==> src/shared/dss_params.svh <==
`ifndef DSS_PARAMS_SVH
`define DSS_PARAMS_SVH

// System clocks that make one converter count; two lets a strobe be half a count.
`define DSS_CLKS_PER_COUNT 2
// Counts from input-accumulate start to the next cycle start in free-run.
`define DSS_CYCLE_CNT 40002
// Fixed input-accumulate length in counts.
`define DSS_ACCUM_CNT 10000
// Largest reading that is still in range.
`define DSS_FULL_SCALE_CNT 20000
// Integrator-reset length after a normal and after an overrange conversion.
`define DSS_ZI_NORMAL_CNT 100
`define DSS_ZI_OVER_CNT 6200
// Offset-null length after a run/hold start pulse, in counts.
`define DSS_START_AZ_CNT 2
// Readings at or below this raise the underrange flag.
`define DSS_UNDER_CNT 1800
// Digit drive lengths and strobe position within a digit, in counts.
`define DSS_TOP_DIGIT_CNT 201
`define DSS_DIGIT_CNT 200
`define DSS_STROBE_POS 100
// Reset values.
`define DSS_RST_DRIVE 5'h00
`define DSS_RST_BCD 4'h0

`endif

==> src/shared/dss_pkg.sv <==
package dss_pkg;

    // Measurement phases, one-hot.
    typedef enum logic [3:0] {
        DSS_OFFSET_NULL = 4'b0001,
        DSS_ACCUM = 4'b0010,
        DSS_DISCHARGE = 4'b0100,
        DSS_INT_RESET = 4'b1000
    } dss_phase_t;

    // Analogue switch controls driven by the sequencer.
    typedef struct packed {
        logic short_to_common;
        logic ref_cap_charge;
        logic offset_loop;
        logic inputs_to_pins;
        logic ref_cap_connect;
        logic ref_cap_invert;
        logic low_to_common;
        logic reset_loop;
    } dss_switch_t;

    // Five BCD digits, index 4 is the top digit.
    typedef logic [4:0][3:0] dss_digits_t;

    // Increments a five-digit BCD count by one.
    function automatic dss_digits_t dss_bcd_inc(input dss_digits_t v);
        dss_digits_t r;
        logic carry;
        r = v;
        carry = 1'b1;
        for (int i = 0; i < 5; i++) begin
            if (carry) begin
                if (r[i] == 4'h9) begin
                    r[i] = 4'h0;
                end else begin
                    r[i] = r[i] + 4'h1;
                    carry = 1'b0;
                end
            end
        end
        return r;
    endfunction

endpackage

==> src/design/dss_digit_scan.sv <==
`timescale 1ns/100ps
`default_nettype none
`include "dss_params.svh"

module dss_digit_scan (
    input wire logic clk_sys_i,
    input wire logic rst_i,
    input wire logic tick_i,
    input wire logic restart_i,
    input wire logic resume_i,
    input wire logic over_i,
    input wire dss_pkg::dss_digits_t digits_i,
    output logic [4:0] drive_o,
    output logic [3:0] bcd_o,
    output logic strobe_n_o
);
    import dss_pkg::*;

    logic [2:0] dig_q;
    logic [7:0] dcnt_q;
    logic [7:0] len_q;
    logic armed_q;
    logic blank_q;
    logic wrap;

    assign wrap = tick_i && (dcnt_q == len_q - 8'h01);

    // Digit position and count within it; a new result restarts at the top.
    always_ff @(posedge clk_sys_i) begin
        if (rst_i) begin
            dig_q <= 3'h0;
            dcnt_q <= 8'h00;
            len_q <= 8'(`DSS_DIGIT_CNT);
        end else if (restart_i) begin
            dig_q <= 3'h0; // RULE15
            dcnt_q <= 8'h00;
            len_q <= 8'(`DSS_TOP_DIGIT_CNT); // RULE15
        end else if (resume_i && blank_q) begin
            dig_q <= 3'h0; // RULE22
            dcnt_q <= 8'h00;
            len_q <= 8'(`DSS_DIGIT_CNT);
        end else if (wrap) begin
            dig_q <= (dig_q == 3'h4) ? 3'h0 : dig_q + 3'h1; // RULE18 RULE22
            dcnt_q <= 8'h00;
            len_q <= 8'(`DSS_DIGIT_CNT); // RULE17
        end else if (tick_i) begin
            dcnt_q <= dcnt_q + 8'h01;
        end
    end

    // Strobes are armed once per result and blanking follows an overrange.
    always_ff @(posedge clk_sys_i) begin
        if (rst_i) begin
            armed_q <= 1'b0;
            blank_q <= 1'b0;
        end else if (restart_i) begin
            armed_q <= 1'b1; // RULE14
            blank_q <= 1'b0;
        end else if (resume_i && blank_q) begin
            blank_q <= 1'b0; // RULE22
        end else if (wrap && dig_q == 3'h4 && armed_q) begin
            armed_q <= 1'b0; // RULE14
            blank_q <= over_i; // RULE22
        end
    end

    // Registered pins; the strobe is low for the second half of count 100.
    always_ff @(posedge clk_sys_i) begin
        if (rst_i) begin
            drive_o <= `DSS_RST_DRIVE;
            bcd_o <= `DSS_RST_BCD;
            strobe_n_o <= 1'b1;
        end else begin
            drive_o <= blank_q ? 5'h00 : (5'h10 >> dig_q); // RULE22
            bcd_o <= digits_i[3'h4 - dig_q]; // RULE24
            strobe_n_o <= ~(armed_q && !tick_i &&
                            dcnt_q == 8'(`DSS_STROBE_POS)); // RULE16 RULE17
        end
    end

endmodule // dss_digit_scan

`default_nettype wire

==> src/design/dss_sequencer.sv <==
`timescale 1ns/100ps
`default_nettype none
`include "dss_params.svh"

// Contract
// RULE1: Each cycle runs offset-null, accumulate, discharge, integrator-reset in order.
// RULE2: Offset-null shorts inputs to common, charges reference, closes offset loop.
// RULE3: Accumulate opens offset loop, connects pins, integrates for fixed time.
// RULE4: Integrated sign is latched at accumulate end and reported as polarity.
// RULE5: Discharge connects reference against sign, counts clocks to zero crossing.
// RULE6: Integrator-reset shorts low input to common, closes loop to high input.
// RULE7: Integrator-reset lasts 100 to 200 counts, 6200 after overrange.
// RULE8: Run/hold high gives free-running cycles every 40,002 counts.
// RULE9: Run/hold low finishes current cycle then holds the reading.
// RULE10: Controller starts single conversion with run/hold pulse over 300ns.
// RULE11: Pulse-started conversion begins with 1 to 10,001 counts of offset-null.
// RULE12: A run/hold pulse before the cycle completes is ignored.
// RULE13: Controller treats converter as held after run/hold low 101 counts.
// RULE14: Exactly five low strobes per result, first 101 counts after end.
// RULE15: Top digit drive rises at measurement end, lasts 201 counts.
// RULE16: Each strobe is low half a count, centred within its digit.
// RULE17: Next digits last 200 counts, strobe 100 counts after drive rises.
// RULE18: Drive and strobe pattern continues to bottom digit, fifth strobe.
// RULE19: Busy from accumulate start to clock after zero crossing; results load next.
// RULE20: Overrange set at busy end above 20,000, cleared at next discharge.
// RULE21: Underrange set at busy end at 1800 or less, cleared at accumulate.
// RULE22: Digits scan continuously, blanked after strobes on overrange until discharge.
// RULE23: Full-scale count without crossing declares overrange, ends discharge.
// RULE24: BCD outputs show the active digit, changing only at digit boundaries.
module dss_sequencer #(
    parameter int CYCLE_CNT = `DSS_CYCLE_CNT,
    parameter int ACCUM_CNT = `DSS_ACCUM_CNT,
    parameter int FULL_SCALE_CNT = `DSS_FULL_SCALE_CNT,
    parameter int ZI_OVER_CNT = `DSS_ZI_OVER_CNT
) (
    input wire logic clk_sys_i,
    input wire logic rst_i,
    input wire logic run_hold_i,
    input wire logic comp_positive_i,
    output dss_pkg::dss_switch_t switch_o,
    output dss_pkg::dss_phase_t phase_o,
    output logic busy_o,
    output logic polarity_o,
    output logic overrange_o,
    output logic underrange_o,
    output logic [4:0] digit_drive_o,
    output logic [3:0] bcd_o,
    output logic strobe_n_o
);
    import dss_pkg::*;

    dss_phase_t phase_q;
    logic [$clog2(`DSS_CLKS_PER_COUNT)-1:0] div_q;
    logic tick;
    logic [15:0] cyc_q;
    logic [15:0] ph_cnt_q;
    logic [15:0] disch_q;
    dss_digits_t bcd_cnt_q;
    dss_digits_t result_q;
    logic done_q;
    logic start_req_q;
    logic pol_q;
    logic over_cycle_q;
    logic load_q;
    logic meas_end_q;
    logic de_start_q;
    logic crossing;
    logic full;
    logic [15:0] zi_len;

    // Divides the system clock into converter counts.
    always_ff @(posedge clk_sys_i) begin
        if (rst_i) begin
            div_q <= '0;
        end else if (tick) begin
            div_q <= '0;
        end else begin
            div_q <= div_q + 1'b1;
        end
    end

    assign tick = (div_q == ($clog2(`DSS_CLKS_PER_COUNT))'(`DSS_CLKS_PER_COUNT - 1));

    // The comparator has crossed zero once its sign differs from the latched one.
    assign crossing = (comp_positive_i != pol_q); // RULE5
    assign full = (disch_q == 16'(FULL_SCALE_CNT)); // RULE23
    assign zi_len = over_cycle_q ? 16'(ZI_OVER_CNT)
                                 : 16'(`DSS_ZI_NORMAL_CNT); // RULE7

    // Start requests are only taken once the cycle is complete.
    always_ff @(posedge clk_sys_i) begin
        if (rst_i) begin
            start_req_q <= 1'b0;
        end else if (phase_q == DSS_ACCUM) begin
            start_req_q <= 1'b0;
        end else if (done_q && run_hold_i) begin
            start_req_q <= 1'b1; // RULE12
        end
    end

    // Phase sequencer, stepping once per count.
    always_ff @(posedge clk_sys_i) begin
        if (rst_i) begin
            phase_q <= DSS_OFFSET_NULL;
            ph_cnt_q <= 16'h0000;
            done_q <= 1'b1;
        end else if (tick) begin
            case (phase_q)
                DSS_OFFSET_NULL: begin
                    if (!done_q && cyc_q == 16'(CYCLE_CNT - 1)) begin
                        if (run_hold_i) begin
                            phase_q <= DSS_ACCUM; // RULE8
                            ph_cnt_q <= 16'h0000;
                        end else begin
                            done_q <= 1'b1; // RULE9
                            ph_cnt_q <= 16'h0000;
                        end
                    end else if (done_q && start_req_q) begin
                        if (ph_cnt_q == 16'(`DSS_START_AZ_CNT - 1)) begin
                            phase_q <= DSS_ACCUM; // RULE11
                            ph_cnt_q <= 16'h0000;
                            done_q <= 1'b0;
                        end else begin
                            ph_cnt_q <= ph_cnt_q + 16'h0001;
                        end
                    end
                end
                DSS_ACCUM: begin
                    done_q <= 1'b0;
                    if (ph_cnt_q == 16'(ACCUM_CNT - 1)) begin
                        phase_q <= DSS_DISCHARGE; // RULE1 RULE3
                        ph_cnt_q <= 16'h0000;
                    end else begin
                        ph_cnt_q <= ph_cnt_q + 16'h0001;
                    end
                end
                DSS_DISCHARGE: begin
                    if (crossing || full) begin
                        phase_q <= DSS_INT_RESET; // RULE1 RULE23
                        ph_cnt_q <= 16'h0000;
                    end
                end
                DSS_INT_RESET: begin
                    if (ph_cnt_q == zi_len - 16'h0001) begin
                        phase_q <= DSS_OFFSET_NULL; // RULE1 RULE7
                        ph_cnt_q <= 16'h0000;
                    end else begin
                        ph_cnt_q <= ph_cnt_q + 16'h0001;
                    end
                end
                default: begin
                    phase_q <= DSS_OFFSET_NULL;
                    ph_cnt_q <= 16'h0000;
                end
            endcase
        end
    end

    // Cycle length counter, zero at the first count of accumulate.
    always_ff @(posedge clk_sys_i) begin
        if (rst_i) begin
            cyc_q <= 16'h0000;
        end else if (tick) begin
            if (phase_q == DSS_OFFSET_NULL && done_q) begin
                cyc_q <= 16'h0000;
            end else if (phase_q == DSS_OFFSET_NULL &&
                         cyc_q == 16'(CYCLE_CNT - 1)) begin
                cyc_q <= 16'h0000; // RULE8
            end else begin
                cyc_q <= cyc_q + 16'h0001;
            end
        end
    end

    // Discharge counters, binary for limits and BCD for the reading.
    always_ff @(posedge clk_sys_i) begin
        if (rst_i) begin
            disch_q <= 16'h0000;
            bcd_cnt_q <= '0;
        end else if (tick) begin
            if (phase_q == DSS_ACCUM) begin
                disch_q <= 16'h0000;
                bcd_cnt_q <= '0;
            end else if (phase_q == DSS_DISCHARGE && !crossing && !full) begin
                disch_q <= disch_q + 16'h0001; // RULE5
                bcd_cnt_q <= dss_bcd_inc(bcd_cnt_q);
            end
        end
    end

    // Polarity flip-flop, caught on the last count of accumulate.
    always_ff @(posedge clk_sys_i) begin
        if (rst_i) begin
            pol_q <= 1'b0;
        end else if (tick && phase_q == DSS_ACCUM &&
                     ph_cnt_q == 16'(ACCUM_CNT - 1)) begin
            pol_q <= comp_positive_i; // RULE4
        end
    end

    // Polarity pin becomes valid as discharge starts.
    always_ff @(posedge clk_sys_i) begin
        if (rst_i) begin
            polarity_o <= 1'b0;
        end else begin
            polarity_o <= pol_q; // RULE4
        end
    end

    // Busy spans accumulate and discharge up to the end of measurement.
    always_ff @(posedge clk_sys_i) begin
        if (rst_i) begin
            busy_o <= 1'b0;
        end else if (tick && phase_q == DSS_OFFSET_NULL &&
                     ((!done_q && cyc_q == 16'(CYCLE_CNT - 1) && run_hold_i) ||
                      (done_q && start_req_q &&
                       ph_cnt_q == 16'(`DSS_START_AZ_CNT - 1)))) begin
            busy_o <= 1'b1; // RULE19
        end else if (tick && phase_q == DSS_DISCHARGE && (crossing || full)) begin
            busy_o <= 1'b0; // RULE19
        end
    end

    // One-cycle events: measurement end, result load and discharge start.
    always_ff @(posedge clk_sys_i) begin
        if (rst_i) begin
            meas_end_q <= 1'b0;
            load_q <= 1'b0;
            de_start_q <= 1'b0;
        end else begin
            meas_end_q <= tick && phase_q == DSS_DISCHARGE && (crossing || full);
            load_q <= meas_end_q; // RULE19
            de_start_q <= tick && phase_q == DSS_ACCUM &&
                          ph_cnt_q == 16'(ACCUM_CNT - 1);
        end
    end

    // Result latches load on the second clock after busy falls.
    always_ff @(posedge clk_sys_i) begin
        if (rst_i) begin
            result_q <= '0;
        end else if (load_q) begin
            result_q <= bcd_cnt_q; // RULE19
        end
    end

    // Overrange of the current cycle, used for the long integrator reset.
    always_ff @(posedge clk_sys_i) begin
        if (rst_i) begin
            over_cycle_q <= 1'b0;
        end else if (tick && phase_q == DSS_ACCUM) begin
            over_cycle_q <= 1'b0;
        end else if (tick && phase_q == DSS_DISCHARGE && full && !crossing) begin
            over_cycle_q <= 1'b1; // RULE23
        end
    end

    // Overrange pin: set at busy end, cleared when discharge starts again.
    always_ff @(posedge clk_sys_i) begin
        if (rst_i) begin
            overrange_o <= 1'b0;
        end else if (meas_end_q) begin
            overrange_o <= over_cycle_q; // RULE20
        end else if (de_start_q) begin
            overrange_o <= 1'b0; // RULE20
        end
    end

    // Underrange pin: set at busy end, cleared when accumulate starts.
    always_ff @(posedge clk_sys_i) begin
        if (rst_i) begin
            underrange_o <= 1'b0;
        end else if (meas_end_q) begin
            underrange_o <= !over_cycle_q &&
                            disch_q <= 16'(`DSS_UNDER_CNT); // RULE21
        end else if (tick && phase_q == DSS_ACCUM && ph_cnt_q == 16'h0000) begin
            underrange_o <= 1'b0; // RULE21
        end
    end

    // Analogue switch drive decoded from the phase.
    always_ff @(posedge clk_sys_i) begin
        if (rst_i) begin
            switch_o <= '0;
            phase_o <= DSS_OFFSET_NULL;
        end else begin
            phase_o <= phase_q;
            switch_o <= '0;
            case (phase_q)
                DSS_OFFSET_NULL: begin
                    switch_o.short_to_common <= 1'b1; // RULE2
                    switch_o.ref_cap_charge <= 1'b1; // RULE2
                    switch_o.offset_loop <= 1'b1; // RULE2
                end
                DSS_ACCUM: begin
                    switch_o.inputs_to_pins <= 1'b1; // RULE3
                end
                DSS_DISCHARGE: begin
                    switch_o.low_to_common <= 1'b1; // RULE5
                    switch_o.ref_cap_connect <= 1'b1; // RULE5
                    switch_o.ref_cap_invert <= pol_q; // RULE5
                end
                DSS_INT_RESET: begin
                    switch_o.low_to_common <= 1'b1; // RULE6
                    switch_o.reset_loop <= 1'b1; // RULE6
                end
                default: begin
                    switch_o.short_to_common <= 1'b1;
                end
            endcase
        end
    end

    // Digit scanning, BCD multiplexing and strobes.
    dss_digit_scan u_scan (
        .clk_sys_i(clk_sys_i),
        .rst_i(rst_i),
        .tick_i(tick),
        .restart_i(load_q),
        .resume_i(de_start_q),
        .over_i(overrange_o),
        .digits_i(result_q),
        .drive_o(digit_drive_o),
        .bcd_o(bcd_o),
        .strobe_n_o(strobe_n_o)
    );

endmodule // dss_sequencer

`default_nettype wire

==> config.mk <==
export PLATFORM = sky130hd
export DESIGN_NAME = dss_sequencer
export DESIGN_NICKNAME = d
export VERILOG_FILES = /design/src/shared/dss_pkg.sv /design/src/design/dss_digit_scan.sv /design/src/design/dss_sequencer.sv
export VERILOG_INCLUDE_DIRS = /design/src /design/src/shared
export SDC_FILE = /design/constraint.sdc
export NUM_CORES = 1
export LEC_CHECK = 0
export ABC_AREA = 1
export BUFFER_PORTS_ARGS = -buffer_cell sky130_fd_sc_hd__buf_4
export CAP_MARGIN = 20
export CORE_MARGIN = 2
export CORE_UTILIZATION = 64
export CTS_BUF_LIST = sky130_fd_sc_hd__clkbuf_8 sky130_fd_sc_hd__clkbuf_16
export DETAILED_ROUTE_END_ITERATION = 10
export PLACE_DENSITY = 0.89
export SLEW_MARGIN = 20
export SYNTH_ARGS = -nofsm -noshare
export SYNTH_HDL_FRONTEND = slang
export SYNTH_SLANG_ARGS = --single-unit
==> constraint.sdc <==
create_clock -name clk_sys_i -period 5 [get_ports clk_sys_i]
set_clock_uncertainty 0.15 [all_clocks]
set_input_delay 0 -clock clk_sys_i [delete_from_list [all_inputs] [get_ports clk_sys_i]]
set_output_delay 0 -clock clk_sys_i [all_outputs]
set_load 0.03 [all_outputs]
---- Word-level counts from Yosys, hierarchy flattened ----
Cells that the tools add are included.
storage, ports and cells
  output and inout bits ................... 26
  register bits after elaboration ......... 140
  input port bits ......................... 4
cells by class
  bitwise operators ....................... 2
  reduce and logical (&&, ||, !) cells .... 62
  add/subtract/negate cells ............... 14
  order comparisons ....................... 2
  muxes and demuxes ....................... 80
  shift-type cells ........................ 1
  equality and inequality tests ........... 26
operator list
  operator               number
  $mux 16                10
  $mux 4                 17
  $pmux 16 s4            1
  $add 16x1->16 const B  3
  $mux 1                 43
  $mux 20                2
  $logic_and 1x1->1      25
  $eq 4x4->1 const B     6
  $add 4x1->4 const B    5
  $reduce_bool 2->1      10
  $eq 16x1->1 const B    1
  $eq 16x14->1 const B   1
  $eq 16x15->1 const B   1
  $eq 16x16->1           1
  $eq 16x16->1 const B   1
  $le 16x11->1 const B   1
  $logic_not 16->1       1
  $pmux 4 s4             1
  $reduce_and 3->1       5
  $sub 13x1->14 const B  1
  $mux 13                1
  $bmux 4 s3             1
  $reduce_or 2->1        6
  $add 8x1->8 const B    1
  29 further kinds       42

---- Depth between registers and ports, before layout ----
Gate-level depths: netlist of the first run.
  depth after elaboration ................. 26
  depth in mapped cells ................... 14

---- Modules after synthesis ----
A second synthesis of the first run with hierarchy kept.
second synthesis, totals
  cell total of the unflattened synthesis .. 1,004
  area total of the unflattened synthesis .. 6,947.9 um^2
modules (own cells, without submodules)
  module          area an instance (um^2)  cells each  times used  sequential area each (um^2)
  dss_sequencer   5,753.0                  837         1           2,302.2
  dss_digit_scan  1,194.9                  167         1           480.5

---- Least setup slack after synthesis of the first run ----
Ideal clock, no wire load.
  path type ............................... reg2reg
  start point ............................. register u_scan.dig_q[0]
  end point ............................... register u_scan.bcd_o[3]
  path slack .............................. 3.168 ns
  arrival ................................. 1.611 ns
  cell stages (with the launch flop) ...... 9
  data required time ...................... 4.779 ns
  cells stage by stage .................... dfxtp_1 -> inv_1 -> clkbuf_1 -> ha_1 -> ha_1 -> inv_1 -> nor3_1 -> nand2_1 -> a21oi_1
between the ends
  cells in the longest elaborated chain, start to end .. 3
ends and longest elaborated chain
  element                       line                  text
  start: declaration            dss_digit_scan.sv:19  logic [2:0] dig_q;
  start signal: assignment      dss_digit_scan.sv:43  dig_q <= (dig_q == 3'h4) ? 3'h0 : dig_q + 3'h1;
  $sub 3x3->3                   dss_digit_scan.sv:75  bcd_o <= digits_i[3'h4 - dig_q];
  $bmux 4 s3                    dss_digit_scan.sv:75
  $mux 4 (implied by the code)  dss_digit_scan.sv:75
  end signal: assignment        dss_digit_scan.sv:71  bcd_o <= `DSS_RST_BCD;
  end signal: assignment        dss_digit_scan.sv:75
  end: declaration              dss_digit_scan.sv:14  output logic [3:0] bcd_o,
Every way passes these cells. The select of a mux whose other input is x is not followed.
A chain may end at the register's enable or synchronous reset.

---- Worst setup path after layout of the first run ----
  start point ............................. register u_scan.dig_q[0]
  end point ............................... register u_scan.bcd_o[1]
Same word-level chain as after synthesis.

==> results of run 1 <==
routing by layer:
metal  routed length (um)  part of all wire (%)
met2                 8040                    48
met1                 7480                    44
met4                  282                   1.7
met5                    0                     0
met3                 1130                   6.6
layout by cell type, fill, tap and decap left out, types with 4 or more instances in the layout:
| cell type | synthesis | layout |
|---|---|---|
| a21oi_1 | 75 | 75 |
| buf_4 | 6 | 30 |
| clkbuf_16 | 0 | 16 |
| clkbuf_8 | 0 | 9 |
| clkinv_2 | 0 | 4 |
| dfxtp_1 | 139 | 139 |
| ha_1 | 22 | 22 |
| inv_1 | 108 | 108 |
| inv_2 | 5 | 5 |
| nand2_1 | 172 | 172 |
| nand2_4 | 4 | 4 |
| nand3_1 | 61 | 61 |
| nand3_2 | 9 | 9 |
| nand3b_1 | 6 | 6 |
| nand4_1 | 22 | 22 |
| nor2_1 | 155 | 155 |
| nor2_2 | 10 | 10 |
| nor2_4 | 4 | 4 |
| nor3_1 | 34 | 34 |
| nor4_1 | 7 | 7 |
| o21ai_0 | 52 | 52 |
| o22ai_1 | 7 | 7 |
| xnor2_1 | 7 | 7 |
| xor2_1 | 16 | 16 |
critical path: cells and delay by family, from the launching register on:
family / cells / cell delay (ns)
adders and majority gates: 2 / 0.60
and+or+nand+nor: 2 / 0.52
AOI/OAI and AO/OA: 1 / 0.20
DFF: 1 / 0.59
buffers and inverters: 2 / 0.36
through the flow:
step	hold slack [ns]	total power, mW
after floorplan	0.00431	1.39
after global placement	0.126	1.43
after detailed placement	0.130	1.43
after CTS	0.124	2.63
after global routing	0.157	2.72
final	0.138	2.64
synth_stat cells (3+ instances only):
| cell | number |
|---|---|
| xor2_1 | 16 |
| buf_1 | 3 |
| nor3_2 | 3 |
| ha_1 | 22 |
| a21oi_2 | 3 |
| clkbuf_1 | 14 |
| nor3_1 | 34 |
| nor2_2 | 10 |
| nand3_2 | 9 |
| inv_1 | 108 |
| inv_2 | 5 |
| nor2_4 | 4 |
| nand2_1 | 172 |
| nand3_1 | 61 |
| a21oi_1 | 75 |
| nand4_1 | 22 |
| buf_6 | 3 |
| xnor2_1 | 7 |
| nand2_2 | 3 |
| o22ai_1 | 7 |
| nor2_1 | 155 |
| o21a_1 | 3 |
| o21ai_1 | 3 |
| nand2_4 | 4 |
| nor4_1 | 7 |
| nand3b_1 | 6 |
| o21ai_0 | 52 |
| dfxtp_1 | 139 |
| buf_4 | 6 |
cell families after synthesis:
family | count (synthesis) | synth area share, %
AOI/OAI and AO/OA | 151 | 11.7
xor gates and xnor gates | 23 | 2.89
adders and majority gates | 22 | 3.94
buffers and inverters | 145 | 8.82
DFF | 139 | 39.9
and+or+nand+nor | 497 | 32.8
report_power, final:
part | switching (mW) | internal [mW]
logic | 0.190 | 0.0737
registers | 0.0216 | 1.13
clock network | 0.459 | 0.760
total | 0.671 | 1.96
registers in the layout (all words and copies together), names as in the netlist, 3 cells and up:
signal	count
bcd_cnt_q	20
result_q	20
cyc_q	16
disch_q	16
ph_cnt_q	16
u_scan.dcnt_q	8
switch_o	7
u_scan.drive_o	5
phase_o	4
phase_q	4
u_scan.bcd_o	4
u_scan.dig_q	3
worst max-delay path by stage:
stage                                      start                             to  slack, ns
finish              u_scan.dig_q[0]$_SDFFE_PP0P_     u_scan.bcd_o[1]$_SDFF_PP0_       2.50
global route        u_scan.dig_q[0]$_SDFFE_PP0P_     u_scan.bcd_o[1]$_SDFF_PP0_       2.32
CTS                 u_scan.dig_q[0]$_SDFFE_PP0P_     u_scan.bcd_o[1]$_SDFF_PP0_       2.59
detailed placement              div_q$_SDFF_PP0_       ph_cnt_q[2]$_SDFFE_PP0P_       2.62
global placement               load_q$_SDFF_PP0_  u_scan.dcnt_q[6]$_SDFFE_PP0P_       2.75
floorplan           u_scan.dig_q[0]$_SDFFE_PP0P_     u_scan.bcd_o[3]$_SDFF_PP0_       3.17
what timing repair did:
action,CTS,global route
resized for setup,0,0
hold buffers,3,0
hold endpoints to repair,50,0
setup buffers,0,0
area by class of cell:
type                            count  area, sq um  share of cell area, %
Timing Repair Buffer               33          255                   3.27
Clock inverter                      6         57.6                  0.736
Multi-Input combinational cell    693         3580                   45.8
Tap cell                          140          175                   2.24
Clock buffer                       25          524                   6.71
Inverter                          116          443                   5.67
Sequential cell                   139         2780                   35.6
==> impl_metrics.csv, run 1 <==
group,metric,value,unit
outcome,status,"finished clean",
timing,setup_tns,0,ns
drt,drt_iter0_markers,687,
placed_design,io_buffers,29,
global_route,grt_max_degree,48,
worst_setup_path,path_class,"flip-flop to flip-flop",
global_route,use_met3,7.35,%
worst_setup_path,slowest_delay,0.59,ns
drt,drc,0,
synth,synth_area_leader_cell,"dfxtp_1",
synth,async_flop_share,0,%
worst_setup_path,r2r_start,"u_scan.dig_q[0]$_SDFFE_PP0P_",
placed_design,routabilityCongestion,0.937,
synth,synth_seq_area_share,39.9,%
synth,synth_ff_type,"dfxtp_1",
placed_design,place_area,7210,sq um
placed_design,dp_hpwl,11100,um
worst_hold_path,hold_start,"run_hold_i",
worst_hold_path,holdPathEnd,"start_req_q$_SDFFE_PP0P_",
global_route,grt_antenna_before_repair,0,
clock_tree,clkTransAtPathRegs,0.06,ns
worst_setup_path,critical_path.slowest_cell,"dfxtp_1",
floorplan,initial_utilization,64.9,%
synth,synth_area,6980,sq um
clock_tree,worstSkewPairLatency,0.54,ns
final_layout,n_antenna_cell,0,
worst_hold_path,min_path_type,"input pin to flip-flop",
run,drv_cap,0,
global_route,grt_pass1_wl,28500,um
synth,synthDistinctLibCells,46,
global_route,grt_usage,30.2,%
drt,drt-pass1-iter-count,6,
worst_hold_path,whs_path_depth,4,
global_route,grt_busiest_layer,"met2",
drt,via_per_inst,5.73,
drt,drtAntennaViolNets,0,
timing,slew_headroom,37.9,%
power,irDropWorstVdd,0.303,mV
floorplan,core_area,10700,sq um
worst_setup_path,crit_chain,"inv_1 > ha_1 > ha_1 > inv_1 > nor3_1 > nand2_1 > a21oi_1",
timing,worst_slew_pin_slew,0.930,ns
floorplan,die_y,108,um
worst_setup_path,arrival,2.81,ns
synth,ys_ff_latch,139,
timing,layout_min_cycle_time,2.50,ns
clock_tree,cts_buffers,17,
timing,hold_violations,0,
clock_tree,clock-sinks,139,
timing,finalWorstSetupSlack,2.50,ns
placed_design,placedCellCount,1118,
worst_setup_path,end_kind,"flip-flop",
synth,ys_warn_count,0,
clock_tree,cts_tree,"done",
final_layout,final_nets,1026,
synth,synth_top_cell_area_share,39.9,%
final_layout,finalCoreUtilization,72.8,%
drt,wl,16900,um
placed_design,place_ws,2.62,ns
final_layout,final_area,7820,sq um
final_layout,area_growth,12.0,%
clock_tree,cts_max_path_buffers,2,
worst_setup_path,worstPathMaxFanout,14,
clock_tree,cts_max_level,4,
final_layout,nFillCells,790,
timing,fmax,0.400,GHz
timing,slew_viol_final,0,
worst_setup_path,cp-start-kind,"flip-flop",
worst_setup_path,reg2reg_depth,7,
worst_setup_path,r2r_slack,2.50,ns
global_route,grt_use_met2,48.9,%
final_layout,post_layout_nonfiller_instances,1152,
floorplan,die-area,11800,sq um
global_route,grt_overflow,0,
global_route,grt_pass1_vias,5972,
synth,syn-num-nets,1003,
synth,synthCells,977,
synth,synth.avg_cell_area,7.14,sq um
power,p_leak,3.12,nW
worst_setup_path,reg2reg_to,"u_scan.bcd_o[1]$_SDFF_PP0_",
timing,post-route-period-util,49.9,%
timing,setup_viol,0,
drt,num_vias,6603,
power,power_density,337,nW/um^2
floorplan,fp.dieW,108,um
worst_setup_path,required,5.31,ns
timing,rsz0062_at_grt,"false",
drt,routedWlPerCell,14.7,um
final_layout,drive_above_1_share,10.9,%
floorplan,io_pins,30,
synth,synth-edff-count,0,
clock_tree,ctsRootBufferMaster,"clkbuf_8",
floorplan,num_rows,38,
synth,synth_area_leaders,"dfxtp_1 (40%), nand2_1 (9.3%), nor2_1 (8.3%), inv_1 (5.8%), a21oi_1 (5.4%)",
global_route,grtUsageMet1,39.9,%
(Power assumes the default switching activity.)
==> run 2, diff against run 1 <==
- CORE_UTILIZATION: 64 -> 62
- PLACE_DENSITY: 0.89 -> 0.87
- clock period: 5 -> 2.6 ns (I/O delays scaled with it)
==> run 2 against run 1 <==
Against the previous run: clock power is 100% higher; final cell count grew 0.61%; combinational power up 97%; via count shrank 3.0%; setup slack got worse by 2.2 ns; cell area grew 0.99%; critical endpoint is now u_scan.bcd_o[3]$_SDFF_PP0_.
==> impl_metrics.csv, run 2 (synthesis gave the netlist of run 1 again) <==
group,metric,value,unit
final_layout,layout_common_cells,"nand2_1 (172), nor2_1 (155), dfxtp_1 (139)",
timing,post-route-period-util,87.4,%
floorplan,die_y,110,um
power,p_leak,3.15,nW
timing,fmax,0.440,GHz
drt,drt-pass1-iter-count,6,
global_route,grt_antenna_before_repair,0,
global_route,grt_pass1_vias,5746,
power,switchingPower,1.35,mW
drt,via_per_inst,5.53,
worst_hold_path,whs_path_depth,3,
timing,slew_viol_final,0,
drt,num_vias,6408,
clock_tree,cts_tree,"done",
floorplan,core_area,10900,sq um
power,p_clk_share,47.4,%
worst_hold_path,hold_start,"comp_positive_i",
worst_setup_path,r2r_start,"u_scan.dig_q[0]$_SDFFE_PP0P_",
placed_design,place_area,7250,sq um
final_layout,final_common_cell,"nand2_1",
placed_design,dp_hpwl,10800,um
worst_hold_path,min_path_type,"input pin to flip-flop",
clock_tree,postCtsSetupBuffers,0,
power,irDropWorstVdd,0.657,mV
worst_setup_path,reg2reg_depth,7,
global_route,grt_pass1_wl,26500,um
power,power_frac_comb,10.0,%
power,power_density,658,nW/um^2
timing,rsz0062_at_grt,"false",
final_layout,area_growth,13.1,%
timing,hold_violations,0,
run,drv_cap,0,
global_route,grt_max_degree,37,
clock_tree,clkTransAtPathRegs,0.06,ns
global_route,grt_overflow,0,
drt,routedWlPerCell,13.7,um
final_layout,final_nets,1032,
final_layout,drive_above_1_share,11.5,%
floorplan,die-area,12100,sq um
final_layout,n_antenna_cell,0,
clock_tree,cts_max_path_buffers,2,
worst_setup_path,required,2.91,ns
timing,layout_min_cycle_time,2.27,ns
worst_setup_path,cp-start-kind,"flip-flop",
power,switching_share,26.1,%
timing,setup_viol,0,
drt,drt_iter0_markers,616,
clock_tree,cts_buffers,17,
floorplan,initial_utilization,64.1,%
floorplan,fp.dieW,110,um
timing,slew_headroom,62.8,%
power,power_frac_seq,42.6,%
floorplan,num_rows,38,
worst_setup_path,end_kind,"flip-flop",
floorplan,io_pins,30,
outcome,status,"finished clean",
worst_setup_path,arrival,2.58,ns
worst_hold_path,holdPathEnd,"pol_q$_SDFFE_PP0P_",
timing,worst_slew_pin_slew,0.558,ns
placed_design,io_buffers,29,
timing,setup_tns,0,ns
clock_tree,cts_max_level,4,
placed_design,routabilityCongestion,0.907,
drt,drtAntennaViolNets,0,
global_route,grt_usage,27.8,%
drt,wl,15900,um
drt,drc,0,
worst_setup_path,worstPathMaxFanout,14,
clock_tree,clock-sinks,139,
final_layout,reg_top3,"bcd_cnt_q x20, result_q x20",
worst_setup_path,reg2reg_to,"u_scan.bcd_o[3]$_SDFF_PP0_",
clock_tree,ctsRootBufferMaster,"clkbuf_8",
worst_setup_path,path_class,"flip-flop to flip-flop",
worst_setup_path,r2r_slack,0.33,ns
power,power.internal,3.84,mW
clock_tree,worstSkewPairLatency,0.54,ns
final_layout,final_area,7900,sq um
==> run 2: worst max path at each step <==
stage / from / endpoint / slack, ns / cells after the start
2_1_floorplan: u_scan.dig_q[0]$_SDFFE_PP0P_ / u_scan.bcd_o[3]$_SDFF_PP0_ / 0.77 / 8
3_3_place_gp: u_scan.dig_q[0]$_SDFFE_PP0P_ / u_scan.bcd_o[1]$_SDFF_PP0_ / 0.47 / 7
3_5_place_dp: u_scan.dig_q[0]$_SDFFE_PP0P_ / u_scan.bcd_o[3]$_SDFF_PP0_ / 0.37 / 7
4_1_cts: u_scan.dig_q[0]$_SDFFE_PP0P_ / u_scan.bcd_o[3]$_SDFF_PP0_ / 0.23 / 7
5_1_grt: u_scan.dig_q[0]$_SDFFE_PP0P_ / u_scan.bcd_o[3]$_SDFF_PP0_ / 0.13 / 7
6_report: u_scan.dig_q[0]$_SDFFE_PP0P_ / u_scan.bcd_o[3]$_SDFF_PP0_ / 0.33 / 7
==> run 2: power by group through the flow <==
stage	logic (mW)	registers [mW]	clock network, mW
after floorplan	0.387	2.28	0
final	0.521	2.21	2.46
after global placement	0.493	2.26	0
after global routing	0.573	2.22	2.58
after detailed placement	0.499	2.26	0
after CTS	0.511	2.21	2.48
==> run 2: final cells by class <==
type | instances | area [sq um]
inverter | 116 | 443
timing repair buffer | 39 | 300
multi-input combinational | 693 | 3580
tap | 140 | 175
clock buffer | 19 | 442
clock inverter | 13 | 168
sequential | 139 | 2780
fill | 834 | 2990
==> run 2: metrics by stage <==
step                total power [mW]  util [%]  std cells  hold WS [ns]  setup WS, ns
detailed placement              2.76      66.6       1124         0.136         0.371
global route                    5.37      72.5       1159         0.123         0.129
global placement                2.75      66.6       1124         0.130         0.467
floorplan                       2.67         -        977       0.00431         0.768
finish                          5.20      72.5       1159         0.126         0.326
CTS                             5.20      72.5       1159         0.118         0.232
==> run 2: per-layer routing <==
layer | GRT usage, % | up-vias | part of all wire [%]
li1 | - | 3236 | -
met1 | 35.7 | 2903 | 44
met2 | 45.3 | 230 | 47
met3 | 6.76 | 39 | 6.6
met4 | 10.8 | 0 | 2.3
met5 | 0 | - | 0
==> run 2: repair_timing <==
item / CTS / global route
hold buffers: 3 / 0
endpoints found under the setup margin: 0 / 1
hold endpoints to repair: 61 / 0
resized for setup: 0 / 1
==> run 2: worst max-delay path: stages (launching register included) <==
cell and delay, ns:
dfxtp_1 0.57, inv_1 0.26, ha_1 0.28, ha_1 0.27
inv_1 0.08, nor3_2 0.24, nand2_1 0.14, a21oi_1 0.19
